===== src/design/icu_pkg.sv =====
package icu_pkg;

	// request lines 0..70; line 0 never has a source
	localparam int unsigned NUM_LINES    = 71;
	localparam int unsigned LINE_IDX_W   = 7;
	localparam int unsigned CORE_ADDR_W  = 24;

	// byte address of the pending_vector_number register
	localparam logic [CORE_ADDR_W-1:0] PENDING_VECTOR_ADDR = 24'hFFFE00;

	// vector = line number + base; line 0 maps to the base itself
	localparam logic [7:0] VECTOR_BASE  = 8'h10;
	localparam logic [7:0] VECTOR_RESET = 8'h10;

	localparam logic       NMI_EN_RESET   = 1'b0;
	localparam logic       NMI_LOCK_RESET = 1'b0;
	localparam logic [7:0] RDATA_RESET    = 8'h00;

	// field positions in the software write to the nonmaskable control register
	localparam int unsigned NMI_CTRL_EN_BIT   = 0;
	localparam int unsigned NMI_CTRL_LOCK_BIT = 1;

	// processor status word global enable bits, as seen by this block
	typedef struct packed {
		logic e_bit;
		logic i_bit;
	} status_word_t;

	// one software write to external_nonmaskable_control
	typedef struct packed {
		logic       wr;
		logic [1:0] data;
	} nmi_ctrl_write_t;

	// core bus request toward this block
	typedef struct packed {
		logic [CORE_ADDR_W-1:0] addr;
		logic                   rd;
		logic                   wr;
	} core_req_t;

	// core bus answer from this block
	typedef struct packed {
		logic       valid;
		logic [7:0] rdata;
	} core_rsp_t;

	typedef enum logic [2:0] {
		NMI_DISABLED = 3'b001,
		NMI_ARMED    = 3'b010,
		NMI_LOCKED   = 3'b100
	} nmi_arm_state_t;

endpackage


===== src/design/line_priority_encoder.sv =====
`timescale 1ns/10ps
module line_priority_encoder (
	input  wire logic [icu_pkg::NUM_LINES-1:0]  requests,
	output logic                                any_request,
	output logic [icu_pkg::LINE_IDX_W-1:0]      top_line
);

	// highest set index wins; the scan runs upward so later hits overwrite
	function automatic logic [icu_pkg::LINE_IDX_W-1:0] highest_line(
		input logic [icu_pkg::NUM_LINES-1:0] req
	);
		logic [icu_pkg::LINE_IDX_W-1:0] idx;
		idx = '0;
		for (int i = 0; i < icu_pkg::NUM_LINES; i++) begin
			if (req[i]) begin
				idx = icu_pkg::LINE_IDX_W'(i);
			end
		end
		return idx;
	endfunction

	always_comb begin
		any_request = |requests;
		top_line    = highest_line(requests);
	end

endmodule


===== src/design/nmi_and_maskable_interrupt_unit.sv =====
`timescale 1ns/10ps
module nmi_and_maskable_interrupt_unit (
	input  wire logic                                clk,
	input  wire logic                                rst_n,
	input  wire logic                                nmi_pin,
	input  wire logic                                nmi_taken,
	input  wire icu_pkg::nmi_ctrl_write_t            nmi_ctrl_write,
	input  wire icu_pkg::status_word_t               processor_status_word,
	input  wire logic [icu_pkg::NUM_LINES-1:0]       maskable_request_line,
	input  wire logic [icu_pkg::NUM_LINES-1:0]       source_enable_register,
	input  wire icu_pkg::core_req_t                  core_req,
	output icu_pkg::core_rsp_t                       core_rsp,
	output logic                                     nmi_request,
	output logic                                     maskable_request,
	output logic                                     nmi_enabled,
	output logic [7:0]                               pending_vector_number
);

	logic                                 nmi_sync1_reg;
	logic                                 nmi_sync2_reg;
	logic                                 nmi_prev_reg;
	logic                                 nmi_fall;
	icu_pkg::nmi_arm_state_t              arm_reg;
	icu_pkg::nmi_arm_state_t              arm_next;
	logic                                 nmi_pending_reg;
	logic                                 en_write;
	logic                                 lock_write;
	logic [icu_pkg::NUM_LINES-1:0]        pending_lines;
	logic                                 any_pending;
	logic [icu_pkg::LINE_IDX_W-1:0]       top_line;
	logic                                 global_enable;
	logic [7:0]                           vector_reg;
	logic [7:0]                           vector_next;
	logic                                 rsp_valid_reg;
	logic [7:0]                           rsp_data_reg;
	logic                                 rd_hit;

	function automatic logic is_vector_addr(input logic [icu_pkg::CORE_ADDR_W-1:0] a);
		return a == icu_pkg::PENDING_VECTOR_ADDR;
	endfunction

	// ---------------- nonmaskable path ----------------

	// two-flop synchroniser on the raw pin; the pin may move at any time
	// relative to clk, so the first stage can go metastable
	// first stage feeds only the second stage
	always_ff @(posedge clk or negedge rst_n) begin
		if (!rst_n) begin
			nmi_sync1_reg <= 1'b1;
			nmi_sync2_reg <= 1'b1;
		end else begin
			nmi_sync1_reg <= nmi_pin;
			nmi_sync2_reg <= nmi_sync1_reg;
		end
	end

	// idle high after reset, so a pin held low at release still gives one falling edge
	always_ff @(posedge clk or negedge rst_n) begin
		if (!rst_n) begin
			nmi_prev_reg <= 1'b1;
		end else begin
			nmi_prev_reg <= nmi_sync2_reg;
		end
	end

	assign nmi_fall   = nmi_prev_reg & ~nmi_sync2_reg;
	assign en_write   = nmi_ctrl_write.wr & nmi_ctrl_write.data[icu_pkg::NMI_CTRL_EN_BIT];
	assign lock_write = nmi_ctrl_write.wr & nmi_ctrl_write.data[icu_pkg::NMI_CTRL_LOCK_BIT];

	// enable state machine
	// lock is sticky until reset, so it is checked first in the disabled and armed states
	// plain enable is a one-shot: the taken pulse disarms it again
	// writing zero to either bit never disarms anything
	always_comb begin
		arm_next = arm_reg;
		case (arm_reg)
			icu_pkg::NMI_DISABLED: begin
				if (lock_write) begin
					arm_next = icu_pkg::NMI_LOCKED;
				end else if (en_write) begin
					arm_next = icu_pkg::NMI_ARMED;
				end
			end
			icu_pkg::NMI_ARMED: begin
				// a fresh enable write in the taken cycle keeps it armed
				if (lock_write) begin
					arm_next = icu_pkg::NMI_LOCKED;
				end else if (nmi_taken && !en_write) begin
					arm_next = icu_pkg::NMI_DISABLED;
				end
			end
			icu_pkg::NMI_LOCKED: begin
				arm_next = icu_pkg::NMI_LOCKED;
			end
			default: begin
				arm_next = icu_pkg::NMI_DISABLED;
			end
		endcase
	end

	always_ff @(posedge clk or negedge rst_n) begin
		if (!rst_n) begin
			arm_reg <= icu_pkg::NMI_DISABLED;
		end else begin
			arm_reg <= arm_next;
		end
	end

	// decoded straight from the state; an illegal code reads as disabled
	always_comb begin
		case (arm_reg)
			icu_pkg::NMI_ARMED: begin
				nmi_enabled = 1'b1;
			end
			icu_pkg::NMI_LOCKED: begin
				nmi_enabled = 1'b1;
			end
			default: begin
				nmi_enabled = 1'b0;
			end
		endcase
	end

	// new edge wins over the taken clear in the same cycle
	always_ff @(posedge clk or negedge rst_n) begin
		if (!rst_n) begin
			nmi_pending_reg <= 1'b0;
		end else if (nmi_fall && nmi_enabled) begin
			nmi_pending_reg <= 1'b1;
		end else if (nmi_taken) begin
			nmi_pending_reg <= 1'b0;
		end
	end

	assign nmi_request = nmi_pending_reg;

	// ---------------- maskable path ----------------

	// no latching: a line counts only while its source holds it
	always_comb begin
		pending_lines    = maskable_request_line & source_enable_register;
		pending_lines[0] = 1'b0;
	end

	line_priority_encoder u_encoder (
		.requests    (pending_lines),
		.any_request (any_pending),
		.top_line    (top_line)
	);

	assign global_enable = processor_status_word.e_bit & processor_status_word.i_bit;

	// combinational so a withdrawn source drops the request at once
	assign maskable_request = any_pending & global_enable;

	// vector is not gated by the status word bits: software may poll it
	// with interrupts off and still see the top enabled pending line
	always_comb begin
		if (any_pending) begin
			vector_next = icu_pkg::VECTOR_BASE + {1'b0, top_line};
		end else begin
			vector_next = icu_pkg::VECTOR_BASE;
		end
	end

	// tracks pending lines every cycle; bus writes never reach it
	always_ff @(posedge clk or negedge rst_n) begin
		if (!rst_n) begin
			vector_reg <= icu_pkg::VECTOR_RESET;
		end else begin
			vector_reg <= vector_next;
		end
	end

	assign pending_vector_number = vector_reg;

	// ---------------- acknowledge read ----------------

	// only a read at the vector address is answered; any other address,
	// and every write, gives no valid pulse
	// the answer uses the registered vector, one cycle behind the lines,
	// so a source that drops just before the read still yields its own vector
	assign rd_hit = core_req.rd && is_vector_addr(core_req.addr);

	always_ff @(posedge clk or negedge rst_n) begin
		if (!rst_n) begin
			rsp_valid_reg <= 1'b0;
		end else begin
			rsp_valid_reg <= rd_hit;
		end
	end

	// data held between reads; writes to the address are dropped
	always_ff @(posedge clk or negedge rst_n) begin
		if (!rst_n) begin
			rsp_data_reg <= icu_pkg::RDATA_RESET;
		end else if (rd_hit) begin
			rsp_data_reg <= vector_reg;
		end
	end

	assign core_rsp.valid = rsp_valid_reg;
	assign core_rsp.rdata = rsp_data_reg;

endmodule


===== config.mk =====
export PLATFORM = sky130hd
export DESIGN_NAME = nmi_and_maskable_interrupt_unit
export DESIGN_NICKNAME = d
export VERILOG_FILES = /design/src/design/icu_pkg.sv /design/src/design/line_priority_encoder.sv /design/src/design/nmi_and_maskable_interrupt_unit.sv
export SDC_FILE = /design/constraint.sdc
export NUM_CORES = 1
export LEC_CHECK = 0
export BUFFER_PORTS_ARGS = -buffer_cell sky130_fd_sc_hd__buf_2
export CORE_MARGIN = 8
export CORE_UTILIZATION = 35
export CTS_BUF_LIST = sky130_fd_sc_hd__clkbuf_2 sky130_fd_sc_hd__clkbuf_4 sky130_fd_sc_hd__clkbuf_8
export DETAILED_ROUTE_END_ITERATION = 10
export PLACE_DENSITY = 0.87
export SLEW_MARGIN = 20
export SYNTH_ARGS = -nofsm -noshare
export SYNTH_HDL_FRONTEND = slang
export SYNTH_SLANG_ARGS = --single-unit

===== constraint.sdc =====
create_clock -name clk -period 2.6 [get_ports clk]
set_input_delay 0.52 -clock clk [delete_from_list [all_inputs] [get_ports clk]]
set_output_delay 0.52 -clock clk [all_outputs]
set_load 0.02 [all_outputs]

======== Word level (Yosys, flattened, before mapping) ========
Cells that the tools add are included.
word-level totals
  flip-flop bits (word level) ............. 24
  bits in latches ......................... 0
  bits in writable memories ............... 0
  memory bits (read-only) ................. 0
  input port bits ......................... 177
  output and inout bits ................... 20
  logic and storage cells ................. 109
  memories ................................ 0
operators by class
  $add $sub $neg .......................... 1
  multiply operators ...................... 0
  divide/modulo/power cells ............... 0
  $lt $le $gt $ge ......................... 0
  equality and inequality tests ........... 6
  shifts and indexed selects .............. 0
  muxes and demuxes ....................... 79
  bitwise operators ....................... 7
  reductions and logical operators ........ 8
operators with widths
  kind                                                             number
  6-bit 2-to-1 mux                                                 32
  5-bit 2-to-1 mux                                                 16
  71-bit AND                                                       1
  70-bit OR reduction                                              1
  7-bit 2-to-1 mux                                                 7
  4-bit 2-to-1 mux                                                 8
  24-bit == test, second input constant                            1
  3-bit 2-to-1 mux                                                 8
  3-bit one-hot mux with 3 select lines                            1
  5-bit by 7-bit adder with 8-bit output, first input constant     1
  8-bit 2-to-1 mux                                                 1
  3-bit inequality test, second input constant                     2
  1-bit AND                                                        5
  1-bit 2-to-1 mux                                                 4
  2-bit 2-to-1 mux                                                 2
  3-bit by 1-bit == test with 1-bit output, second input constant  1
  3-bit by 2-bit == test with 1-bit output, second input constant  1
  3-bit == test, second input constant                             1
  1-bit logical AND                                                3
  2-bit AND reduction                                              1
  2-bit nonzero test                                               1
  2-bit OR reduction                                               1
  1-bit zero test                                                  1
  1-bit inverter                                                   1

======== Depth between registers and ports, before layout ========
Gate-level depths: netlist (run 1).
  depth after elaboration ................. 73
  depth in mapped cells ................... 9
  gate-level depth less buffers ........... 9

======== Cells and area by module ========
Synthesis (run 1) repeated with hierarchy kept, for this count alone.
second synthesis, totals
  cell total of the unflattened synthesis .. 304
  area, all modules ....................... 2362.3 µm²
modules (own cells, without submodules)
  module                           times used  cells each  area an instance (µm²)  sequential area each (µm²)
  nmi_and_maskable_interrupt_unit  1           151         1457.6                  606.8
  line_priority_encoder            1           153         904.6                   0.0

======== Worst setup path before layout (run 1) ========
OpenSTA, ideal clock, no wires.
  kind .................................... in2out
  from .................................... in maskable_request_line[59] in the netlist's numbering
  to ...................................... out maskable_request
  arrival time ............................ 2188 ps
  required time ........................... 2080 ps
  slack ................................... -108 ps
  stages .................................. 6
  path buffers ............................ 0
  cells stage by stage .................... a22oi_1 -> nand3_1 -> or4_1 -> nor4_1 -> nand3_1 -> and3_1
between the ends
  word-level cells in the longest chain between the ends .. 3
ends and longest elaborated chain
  item                 RTL line                                text
  from (decl)          nmi_and_maskable_interrupt_unit.sv:9    input wire logic [icu_pkg::NUM_LINES-1:0] maskable_request_line,
  71-bit AND           nmi_and_maskable_interrupt_unit.sv:141  pending_lines = maskable_request_line & source_enable_register;
  70-bit OR reduction  line_priority_encoder.sv:23             any_request = |requests;
  1-bit AND            nmi_and_maskable_interrupt_unit.sv:154  assign maskable_request = any_pending & global_enable;
  to (decl)            nmi_and_maskable_interrupt_unit.sv:14   output logic maskable_request,
No other way between the ends.

======== Worst setup path after layout (run 1) ========
  from .................................... in source_enable_register[63] in the netlist's numbering
  to ...................................... out maskable_request
between the ends
  word-level cells in the longest chain between the ends .. 3
ends and longest elaborated chain
  item                 RTL line                                text
  from (decl)          nmi_and_maskable_interrupt_unit.sv:10   input wire logic [icu_pkg::NUM_LINES-1:0] source_enable_register,
  71-bit AND           nmi_and_maskable_interrupt_unit.sv:141
  70-bit OR reduction  line_priority_encoder.sv:23
  1-bit AND            nmi_and_maskable_interrupt_unit.sv:154
No other way between the ends.

==> run metrics, run 1 <==
count of pins on the block boundary 197; via count of the first global-routing pass 3536; iteration-0 DRC count of the detailed router 113; Clk Tree Root Cell sky130_fd_sc_hd__clkbuf_8; crit path launch type primary input; DRC 0; peak clock frequency supported by timing 0.3812 GHz; run status finished with violations; setup repair after global routing missed its margin yes; count of synthesis-stage warnings from yosys 0; proportion of layout cells with a drive suffix above 1 51.62%; placeable core region 0.005956 mm^2; Critical Path RT 2080 ps; post-synth top area cell sky130_fd_sc_hd__dfrtp_1; Routed WL per cell 16.39 um; Final Hold Violating Endpoints 0; fin. max-slew vios 0; gpl congestion 0.8939; fin crit period 2623 ps; final standard cell utilization of the core 60.44%; worst rel slew slack 61.71%; cell area after technology mapping 0.002163 mm^2; Max Cap Viol 0; category of the most critical setup path in2out; global-route usage over all layers 20.08%; drt pass-1 iters 5; half-perimeter wire length after detailed placement 8266 um; floorplan die height 94.62 um; via count 3151; insertion delay of the later-clocked pin in the worst-skew pair 260 ps; post-route clock period utilization 100.9%; leading cell types in the layout, fill and taps excluded sky130_fd_sc_hd__buf_2, sky130_fd_sc_hd__nand2_1, sky130_fd_sc_hd__buf_4, sky130_fd_sc_hd__a22oi_1, sky130_fd_sc_hd__dfrtp_1; global-route wire length before repair 14920 um; arrival time of the worst setup path 2100 ps; Layout area overhead 66.40%; maximum level of the CTS H-tree 1; final net count 673; aggregate global routing overflow 0; crit-path leading delay family simple AND/OR/NAND/NOR gates; Die Width 94.62 um; number of instances in the placed design 563; worst-path maximum fanout 2; post-synthesis area per instance 8.163 um^2; count of buffers inserted at the top-level ports 193; number of storage elements in the synthesis netlist 24; Ant. Diodes 0; most common cell after layout, fill and taps aside sky130_fd_sc_hd__buf_2; Tot Pwr 1.173 mW; endpoint type of the worst setup path primary output; residual antenna-violating net count after detailed routing 0; Post-synth top flop sky130_fd_sc_hd__dfrtp_1; setup slack of the critical path after layout -23.24 ps; floorplan row count 28; critical path cell sequence buf_8, a22oi_2, nand2_1, or4_4, nor4_4, nand3_2, and3_4, buf_6; number of buffers created by CTS 3; top cell type's share of synthesized area 21.98%; static leakage power 1.867 nW; TritonCTS clock tree yes; worst clock skew on the final layout 2.891 ps; failing checks setup timing; number of setup violations in the final report 1; Via-to-Cell Ratio 5.538; portion of the post-synthesis area used by sequential elements 28.05%; Bufs and invs on worst path 2; Final Non-Filler Cells 569; transition at the pin with the smallest max-transition slack 559.9 ps; share of synthesized registers carrying an async set or reset 100.0%; PD cells 325.8 mW/mm^2; gate count of the mapped netlist 265; peak supply drop 0.2759 mV; Post-Synthesis Net Count 443; area of the die 0.008953 mm^2; hold crit path type in2async; top cells by area in the synthesized netlist sky130_fd_sc_hd__dfrtp_1, sky130_fd_sc_hd__a22oi_1, sky130_fd_sc_hd__nand2_1, sky130_fd_sc_hd__dfstp_2, sky130_fd_sc_hd__mux2_4; Critical Path Max Stage Delay 550 ps; TritonCTS sink count 24; Clock Pin Slew Worst Setup and Hold Paths 80 ps; final wirelength 9326 um; Worst path slowest cell sky130_fd_sc_hd__or4_4; antenna violations before repair 0; starting density of the core 36.32%; Unique masters post-synth 48; count of flip-flops with a built-in enable after synthesis 0; maximum buffer depth of the clock tree 2; worst slack on hold paths 209.6 ps; maximum number of pins on one net before global-route repair 25
## worst paths after layout
check	start	endpoint	slack (ps)	cells past startpoint
setup reg to reg	arm_reg[0]	arm_reg[1]	1300	5
hold reg to reg	nmi_sync1_reg	nmi_sync2_reg	360	0
max in group asynchronous	rst_n	arm_reg[0]	2030	1
setup / recovery	source_enable_register[63]	maskable_request	-20	8
min in group clk	nmi_pin	nmi_sync1_reg	360	1
hold / removal	rst_n	rsp_data_reg[2]	210	1
## cells in the mapped netlist, drive strengths merged (3+ instances only)
library cell / count
nand2: 56
a22oi: 28
dfrtp: 19
nand3: 11
a21oi: 10
nor2: 10
o21ai: 10
a22o: 9
a32oi: 8
mux2: 8
nand4: 8
a31oi: 6
a211oi: 5
and2: 5
dfstp: 5
inv: 5
nand2b: 5
o2111ai: 5
a32o: 4
nor4: 4
a222oi: 3
a311oi: 3
o211ai: 3
## area by class of cell
class | count | area, um^2
clock buffers | 4 | 55.05
inverters | 5 | 18.77
multi-input cells | 233 | 1574
fillers | 539 | 2356
well taps | 75 | 93.84
repair buffers | 228 | 1251
flip-flops and latches | 24 | 606.8
## routing by layer
layer	up-vias	wire length (um)	track usage, %
met1	1426	3464	20.80
met3	21	806	4.921
li1	1545	-	-
met2	159	4861	38.64
met4	0	193	5.982
met5	-	0	0
## logic make-up (layout without fill, tap and decap cells)
logic type | count (synthesis) | in the layout | share of synthesized area [%]
AO/OA/AOI/OAI | 109 | 109 | 38.17
XOR/XNOR | 1 | 1 | 0.4049
adder cells (fa/ha/maj) | 1 | 1 | 0.5783
buffers and inverters | 8 | 237 | 1.909
flip-flops | 24 | 24 | 28.05
multiplexers | 9 | 9 | 6.015
other | 1 | 1 | 0.1733
AND/OR/NAND/NOR | 112 | 112 | 24.70
## metrics by stage
step | setup slack, ps | TNS [ps] | instance area (um^2)
2_1_floorplan | 16.38 | 0 | 2192
3_3_place_gp | -205.6 | -765.3 | 3477
3_5_place_dp | -238.6 | -879.4 | 3477
4_1_cts | -18.85 | -18.85 | 3600
5_1_grt | -96.48 | -96.48 | 3600
6_report | -23.24 | -23.24 | 3600
## where the power goes
part | switching (mW) | internal (mW) | total, mW
clock | 0.107 | 0.135 | 0.243
sequential | 0.0240 | 0.404 | 0.428
combinational | 0.249 | 0.253 | 0.502
total | 0.380 | 0.793 | 1.17
## what timing repair did
action	in CTS	in global routing
setup buffers	2	0
gates resized for setup	12	0
hold buffers	0	0
pin swaps	7	0
setup endpoints to repair	1	1
Note: power is estimated with default switching activity, not from simulation.
==> run 2, diff against run 1 <==
--- a/config.mk
+++ b/config.mk
@@ -11,6 +11,7 @@
 export CTS_BUF_LIST = sky130_fd_sc_hd__clkbuf_2 sky130_fd_sc_hd__clkbuf_4 sky130_fd_sc_hd__clkbuf_8
 export DETAILED_ROUTE_END_ITERATION = 10
 export PLACE_DENSITY = 0.87
+export SKIP_CTS_REPAIR_TIMING = 1
 export SLEW_MARGIN = 20
 export SYNTH_ARGS = -nofsm -noshare
 export SYNTH_HDL_FRONTEND = slang
==> run 2 against run 1 <==
Maximum frequency is 0.66% lower. Core utilization rose by 0.25 points. Count of clock-buffer cells in the layout unchanged. Combinational power about the same. Global-route usage is 0.51 points lower. Cell area increased by 0.42%. Power rose by 0.24%. Final cell count unchanged. Routed wire length rose by 0.36%. First-iteration DRC count rose by 25%. The run still ends with setup timing left.
==> run metrics, run 2 (synthesized netlist as in run 1, its figures left out) <==
fillers 540; crit path launch type primary input; Max Cap Viol 0; final net count 673; global-route wire length before repair 14590 um; Final Non-Filler Cells 569; Clock Pin Slew Worst Setup and Hold Paths 80 ps; maximum level of the CTS H-tree 1; Ant. Diodes 0; Critical Path Max Stage Delay 550 ps; R2R Setup Slk 1300 ps; setup repair after global routing missed its margin yes; Layout area overhead 67.09%; crit-path leading delay family simple AND/OR/NAND/NOR gates; maximum number of pins on one net before global-route repair 25; fin crit period 2641 ps; number of instances in the placed design 563; final standard cell utilization of the core 60.69%; area of the die 0.008953 mm^2; floorplan die height 94.62 um; setup slack of the critical path after layout -40.78 ps; count of pins on the block boundary 197; worst rel slew slack 62.31%; static leakage power 1.874 nW; worst slack on hold paths 209.6 ps; Bufs and invs on worst path 2; residual antenna-violating net count after detailed routing 0; switching share of power 32.37%; power dissipated by switching net loads 0.3805 mW; global-route usage over all layers 19.57%; Final Hold Violating Endpoints 0; proportion of power drawn by flip-flops and latches 36.4%; worst clock skew on the final layout 2.888 ps; count of buffers inserted at the top-level ports 193; endpoint type of the worst setup path primary output; failing checks setup timing; maximum buffer depth of the clock tree 2; proportion of layout cells with a drive suffix above 1 51.62%; PD cells 325.3 mW/mm^2; TritonCTS sink count 24; Via-to-Cell Ratio 5.517; peak clock frequency supported by timing 0.3787 GHz; antenna violations before repair 0; transition at the pin with the smallest max-transition slack 551.2 ps; TritonCTS clock tree yes; placeable core region 0.005956 mm^2; insertion delay of the later-clocked pin in the worst-skew pair 260 ps; met3 WL post-DR 811 um; Clk Tree Root Cell sky130_fd_sc_hd__clkbuf_8; half-perimeter wire length after detailed placement 8266 um; Worst path slowest cell sky130_fd_sc_hd__or4_4; Routed WL per cell 16.45 um; drt pass-1 iters 5; category of the most critical setup path in2out; critical path cell sequence buf_6, a22oi_2, nand2_1, or4_4, nor4_4, nand3_2, and3_4, buf_6; most common cell after layout, fill and taps aside sky130_fd_sc_hd__buf_2; top layer in use met4; Die Width 94.62 um; iteration-0 DRC count of the detailed router 141; floorplan row count 28; via count of the first global-routing pass 3451; run status finished with violations; met2 wirelength from detailed routing 4932 um; number of buffers created by CTS 3; worst-path maximum fanout 2; via count 3139; share of total power in the clock network 20.6%; fin. max-slew vios 0; Worst path most repeated cell sky130_fd_sc_hd__buf_6; share of total power in combinational logic 42.9%; sum of routed wire segments on met1 3512 um; number of setup violations in the final report 1; arrival time of the worst setup path 2120 ps; peak supply drop 0.2759 mV; aggregate global routing overflow 0; starting density of the core 36.32%; gpl congestion 0.8939; DRC 0; final wirelength 9360 um; cell internal pwr 0.7952 mW; Critical Path RT 2080 ps; leading cell types in the layout, fill and taps excluded sky130_fd_sc_hd__buf_2, sky130_fd_sc_hd__nand2_1, sky130_fd_sc_hd__buf_4, sky130_fd_sc_hd__a22oi_1, sky130_fd_sc_hd__dfrtp_1; hold crit path type in2async; post-route clock period utilization 101.6%
==> run 2: cell count changes in the layout (fill, tap and decap cells not counted) <==
cell	delta
sky130_fd_sc_hd__buf_8	-1
sky130_fd_sc_hd__nand3_2	+1
sky130_fd_sc_hd__buf_2	-3
sky130_fd_sc_hd__buf_6	+4
sky130_fd_sc_hd__a22oi_2	-1
sky130_fd_sc_hd__nand3_1	-1
sky130_fd_sc_hd__a22oi_1	+1
==> run 2: layout make-up <==
cell class	count	area [um^2]	area share, %
multi-input cells	233	1574	43.54
inverters	5	18.77	0.5192
repair buffers	228	1266	35.03
well taps	75	93.84	2.596
clock buffers	4	55.05	1.523
flip-flops and latches	24	606.8	16.79
==> run 2: metal layers <==
layer,global-route usage (%),up-vias
li1,-,1545
met1,20.89,1428
met2,37.89,153
met3,4.762,13
met4,3.641,0
met5,0,-
==> run 2: path summary, 6_finish.rpt <==
kind | start | end | cells after the start
max in group asynchronous | rst_n | arm_reg[0] | 1
min reg2reg | nmi_sync1_reg | nmi_sync2_reg | 0
max | source_enable_register[55] | maskable_request | 8
min in group clk | nmi_pin | nmi_sync1_reg | 1
max reg2reg | arm_reg[0] | arm_reg[1] | 5
min | rst_n | rsp_data_reg[2] | 1
==> run 2: per-stage QoR <==
step / total power, mW / area [um^2] / setup TNS (ps) / worst slack (ps)
after floorplan: 0.6396 / 2192 / 0 / 16.38
after global placement: 0.9016 / 3477 / -765.3 / -205.6
after detailed placement: 0.9197 / 3477 / -879.4 / -238.6
after CTS: 1.169 / 3532 / -237.4 / -237.4
after global routing: 1.257 / 3615 / -95.88 / -95.88
final: 1.176 / 3615 / -40.78 / -40.78
==> run 2: power groups by stage <==
stage	Combinational (mW)	Sequential (mW)	Clock (mW)
final	0.505	0.428	0.243
after global routing	0.556	0.433	0.269
after CTS	0.487	0.428	0.255
after detailed placement	0.485	0.435	0
after global placement	0.469	0.433	0
after floorplan	0.197	0.443	0
==> run 3, diff against run 2 <==
--- a/config.mk
+++ b/config.mk
@@ -11,8 +11,8 @@
 export CTS_BUF_LIST = sky130_fd_sc_hd__clkbuf_2 sky130_fd_sc_hd__clkbuf_4 sky130_fd_sc_hd__clkbuf_8
 export DETAILED_ROUTE_END_ITERATION = 10
 export PLACE_DENSITY = 0.87
+export RECOVER_POWER = 25
 export SKIP_CTS_REPAIR_TIMING = 1
-export SLEW_MARGIN = 20
 export SYNTH_ARGS = -nofsm -noshare
 export SYNTH_HDL_FRONTEND = slang
 export SYNTH_SLANG_ARGS = --single-unit
==> run 3 against run 2 <==
The run still ends with setup timing left. Via count unchanged. Sequential share of layout area barely moved. Core utilization about the same. Clock power is essentially flat. Clock skew did not move. Combinational power about the same. Largest power group unchanged. Highest routed layer unchanged.
==> run metrics, run 3 (synthesized netlist as in run 1, its figures left out) <==
most common cell after layout, fill and taps aside sky130_fd_sc_hd__buf_2; maximum number of pins on one net before global-route repair 25; worst-path maximum fanout 2; Clock Pin Slew Worst Setup and Hold Paths 80 ps; Worst Hold Endpoint nmi_sync1_reg; multi-input combinational cell area 0.001574 mm^2; worst flop-to-flop path endpoint arm_reg[1]; worst rel slew slack 20.82%; floorplan row count 28; Via-to-Cell Ratio 5.517; residual antenna-violating net count after detailed routing 0; final wirelength 9359 um; maximum level of the CTS H-tree 1; Ant. Diodes 0; Crit Reg-Reg Startpoint arm_reg[0]; peak clock frequency supported by timing 0.3787 GHz; worst hold path startpoint nmi_pin; arrival time of the worst setup path 2120 ps; setup repair after global routing missed its margin yes; fin. max-slew vios 0; DRC 0; TritonCTS sink count 24; placeable core region 0.005956 mm^2; fin crit period 2641 ps; Max Cap Viol 0; Layout area overhead 67.03%; iteration-0 DRC count of the detailed router 141; total area of sequential cells 606.8 um^2; R2R Setup Slk 1300 ps; crit path launch type primary input; number of instances in the placed design 563; setup slack at placement -238.6 ps; half-perimeter wire length after detailed placement 8266 um; transition at the pin with the smallest max-transition slack 1188 ps; Final Non-Filler Cells 569; gpl congestion 0.8939; count of buffers inserted at the top-level ports 193; TritonCTS clock tree yes; Hold Path Cell Cnt 1; number of setup violations in the final report 1; drt pass-1 iters 5; failing checks setup timing; post-route clock period utilization 101.6%; Final Hold Violating Endpoints 0; Routed WL per cell 16.45 um; antenna violations before repair 0; maximum buffer depth of the clock tree 2; endpoint type of the worst setup path primary output; aggregate global routing overflow 0; static leakage power 1.871 nW; proportion of layout cells with a drive suffix above 1 51.42%; PD cells 325.3 mW/mm^2; count of pins on the block boundary 197; Clk Tree Root Cell sky130_fd_sc_hd__clkbuf_8; run status finished with violations; Die Width 94.62 um; category of the most critical setup path in2out; setup slack of the critical path after layout -40.78 ps; fillers 541; floorplan die height 94.62 um; number of cell instances on the worst register-to-register path 5; via count of the first global-routing pass 3451; leading cell types in the layout, fill and taps excluded sky130_fd_sc_hd__buf_2, sky130_fd_sc_hd__nand2_1, sky130_fd_sc_hd__buf_4, sky130_fd_sc_hd__a22oi_1, sky130_fd_sc_hd__dfrtp_1; via count 3139; global-route wire length before repair 14590 um; CP startpoint source_enable_register[55]; insertion delay of the later-clocked pin in the worst-skew pair 260 ps; final net count 673; starting density of the core 36.32%; peak supply drop 0.2759 mV; area of the die 0.008953 mm^2; number of buffers created by CTS 3; global-route usage over all layers 19.57%; Critical Path RT 2080 ps; worst clock skew on the final layout 2.888 ps; hold crit path type in2reg
## run 3: cell count changes in the layout (fill, tap and decap cells not counted), sizes merged
| cell | delta |
|---|---|
| clkbuf | +1 |
| buf | -1 |
## run 3: worst max-delay path, stage by stage
cell	delay, ps
sky130_fd_sc_hd__buf_6	90
sky130_fd_sc_hd__a22oi_2	200
sky130_fd_sc_hd__nand2_1	110
sky130_fd_sc_hd__or4_4	550
sky130_fd_sc_hd__nor4_4	200
sky130_fd_sc_hd__nand3_2	130
sky130_fd_sc_hd__and3_4	190
sky130_fd_sc_hd__buf_6	120
## run 3: cell type report
cell class | instances | area share [%]
repair buffers | 228 | 35.01
clock buffers | 4 | 1.524
well taps | 75 | 2.597
multi-input cells | 233 | 43.56
inverters | 5 | 0.5194
flip-flops and latches | 24 | 16.79
## run 3: how the worst max path moves through the flow
stage	to	slack (ps)	cells after the start
2_1_floorplan	maskable_request	20	6
3_3_place_gp	maskable_request	-210	8
3_5_place_dp	maskable_request	-240	8
4_1_cts	maskable_request	-240	8
5_1_grt	maskable_request	-100	8
6_report	maskable_request	-40	8
## run 3: stage by stage
| stage | total power [mW] | util, % | cell area, um^2 | setup TNS, ps | hold slack (ps) |
|---|---|---|---|---|---|
| 6_report | 1.175 | 60.67 | 3613 | -40.78 | 356.5 |
| 5_1_grt | 1.257 | 60.67 | 3613 | -95.88 | 345.1 |
| 4_1_cts | 1.169 | 59.31 | 3532 | -237.4 | 225.5 |
| 3_5_place_dp | 0.9197 | 58.38 | 3477 | -879.4 | 349.1 |
| 3_3_place_gp | 0.9016 | 58.38 | 3477 | -765.3 | 346.3 |
| 2_1_floorplan | 0.6396 | - | 2192 | 0 | 224.4 |
## run 3: where the power goes
group	switching (mW)	internal [mW]	total [mW]
logic	0.249	0.255	0.504
registers	0.0240	0.404	0.428
clock network	0.107	0.135	0.243
## run 3: per-layer routing
layer / GRT usage, % / vias up / part of all wire [%] / wire [um]
li1: - / 1545 / - / -
met1: 20.89 / 1428 / 38 / 3511
met2: 37.89 / 153 / 53 / 4932
met3: 4.762 / 13 / 8.7 / 810
met4: 3.641 / 0 / 1.1 / 104
met5: 0 / - / 0 / 0
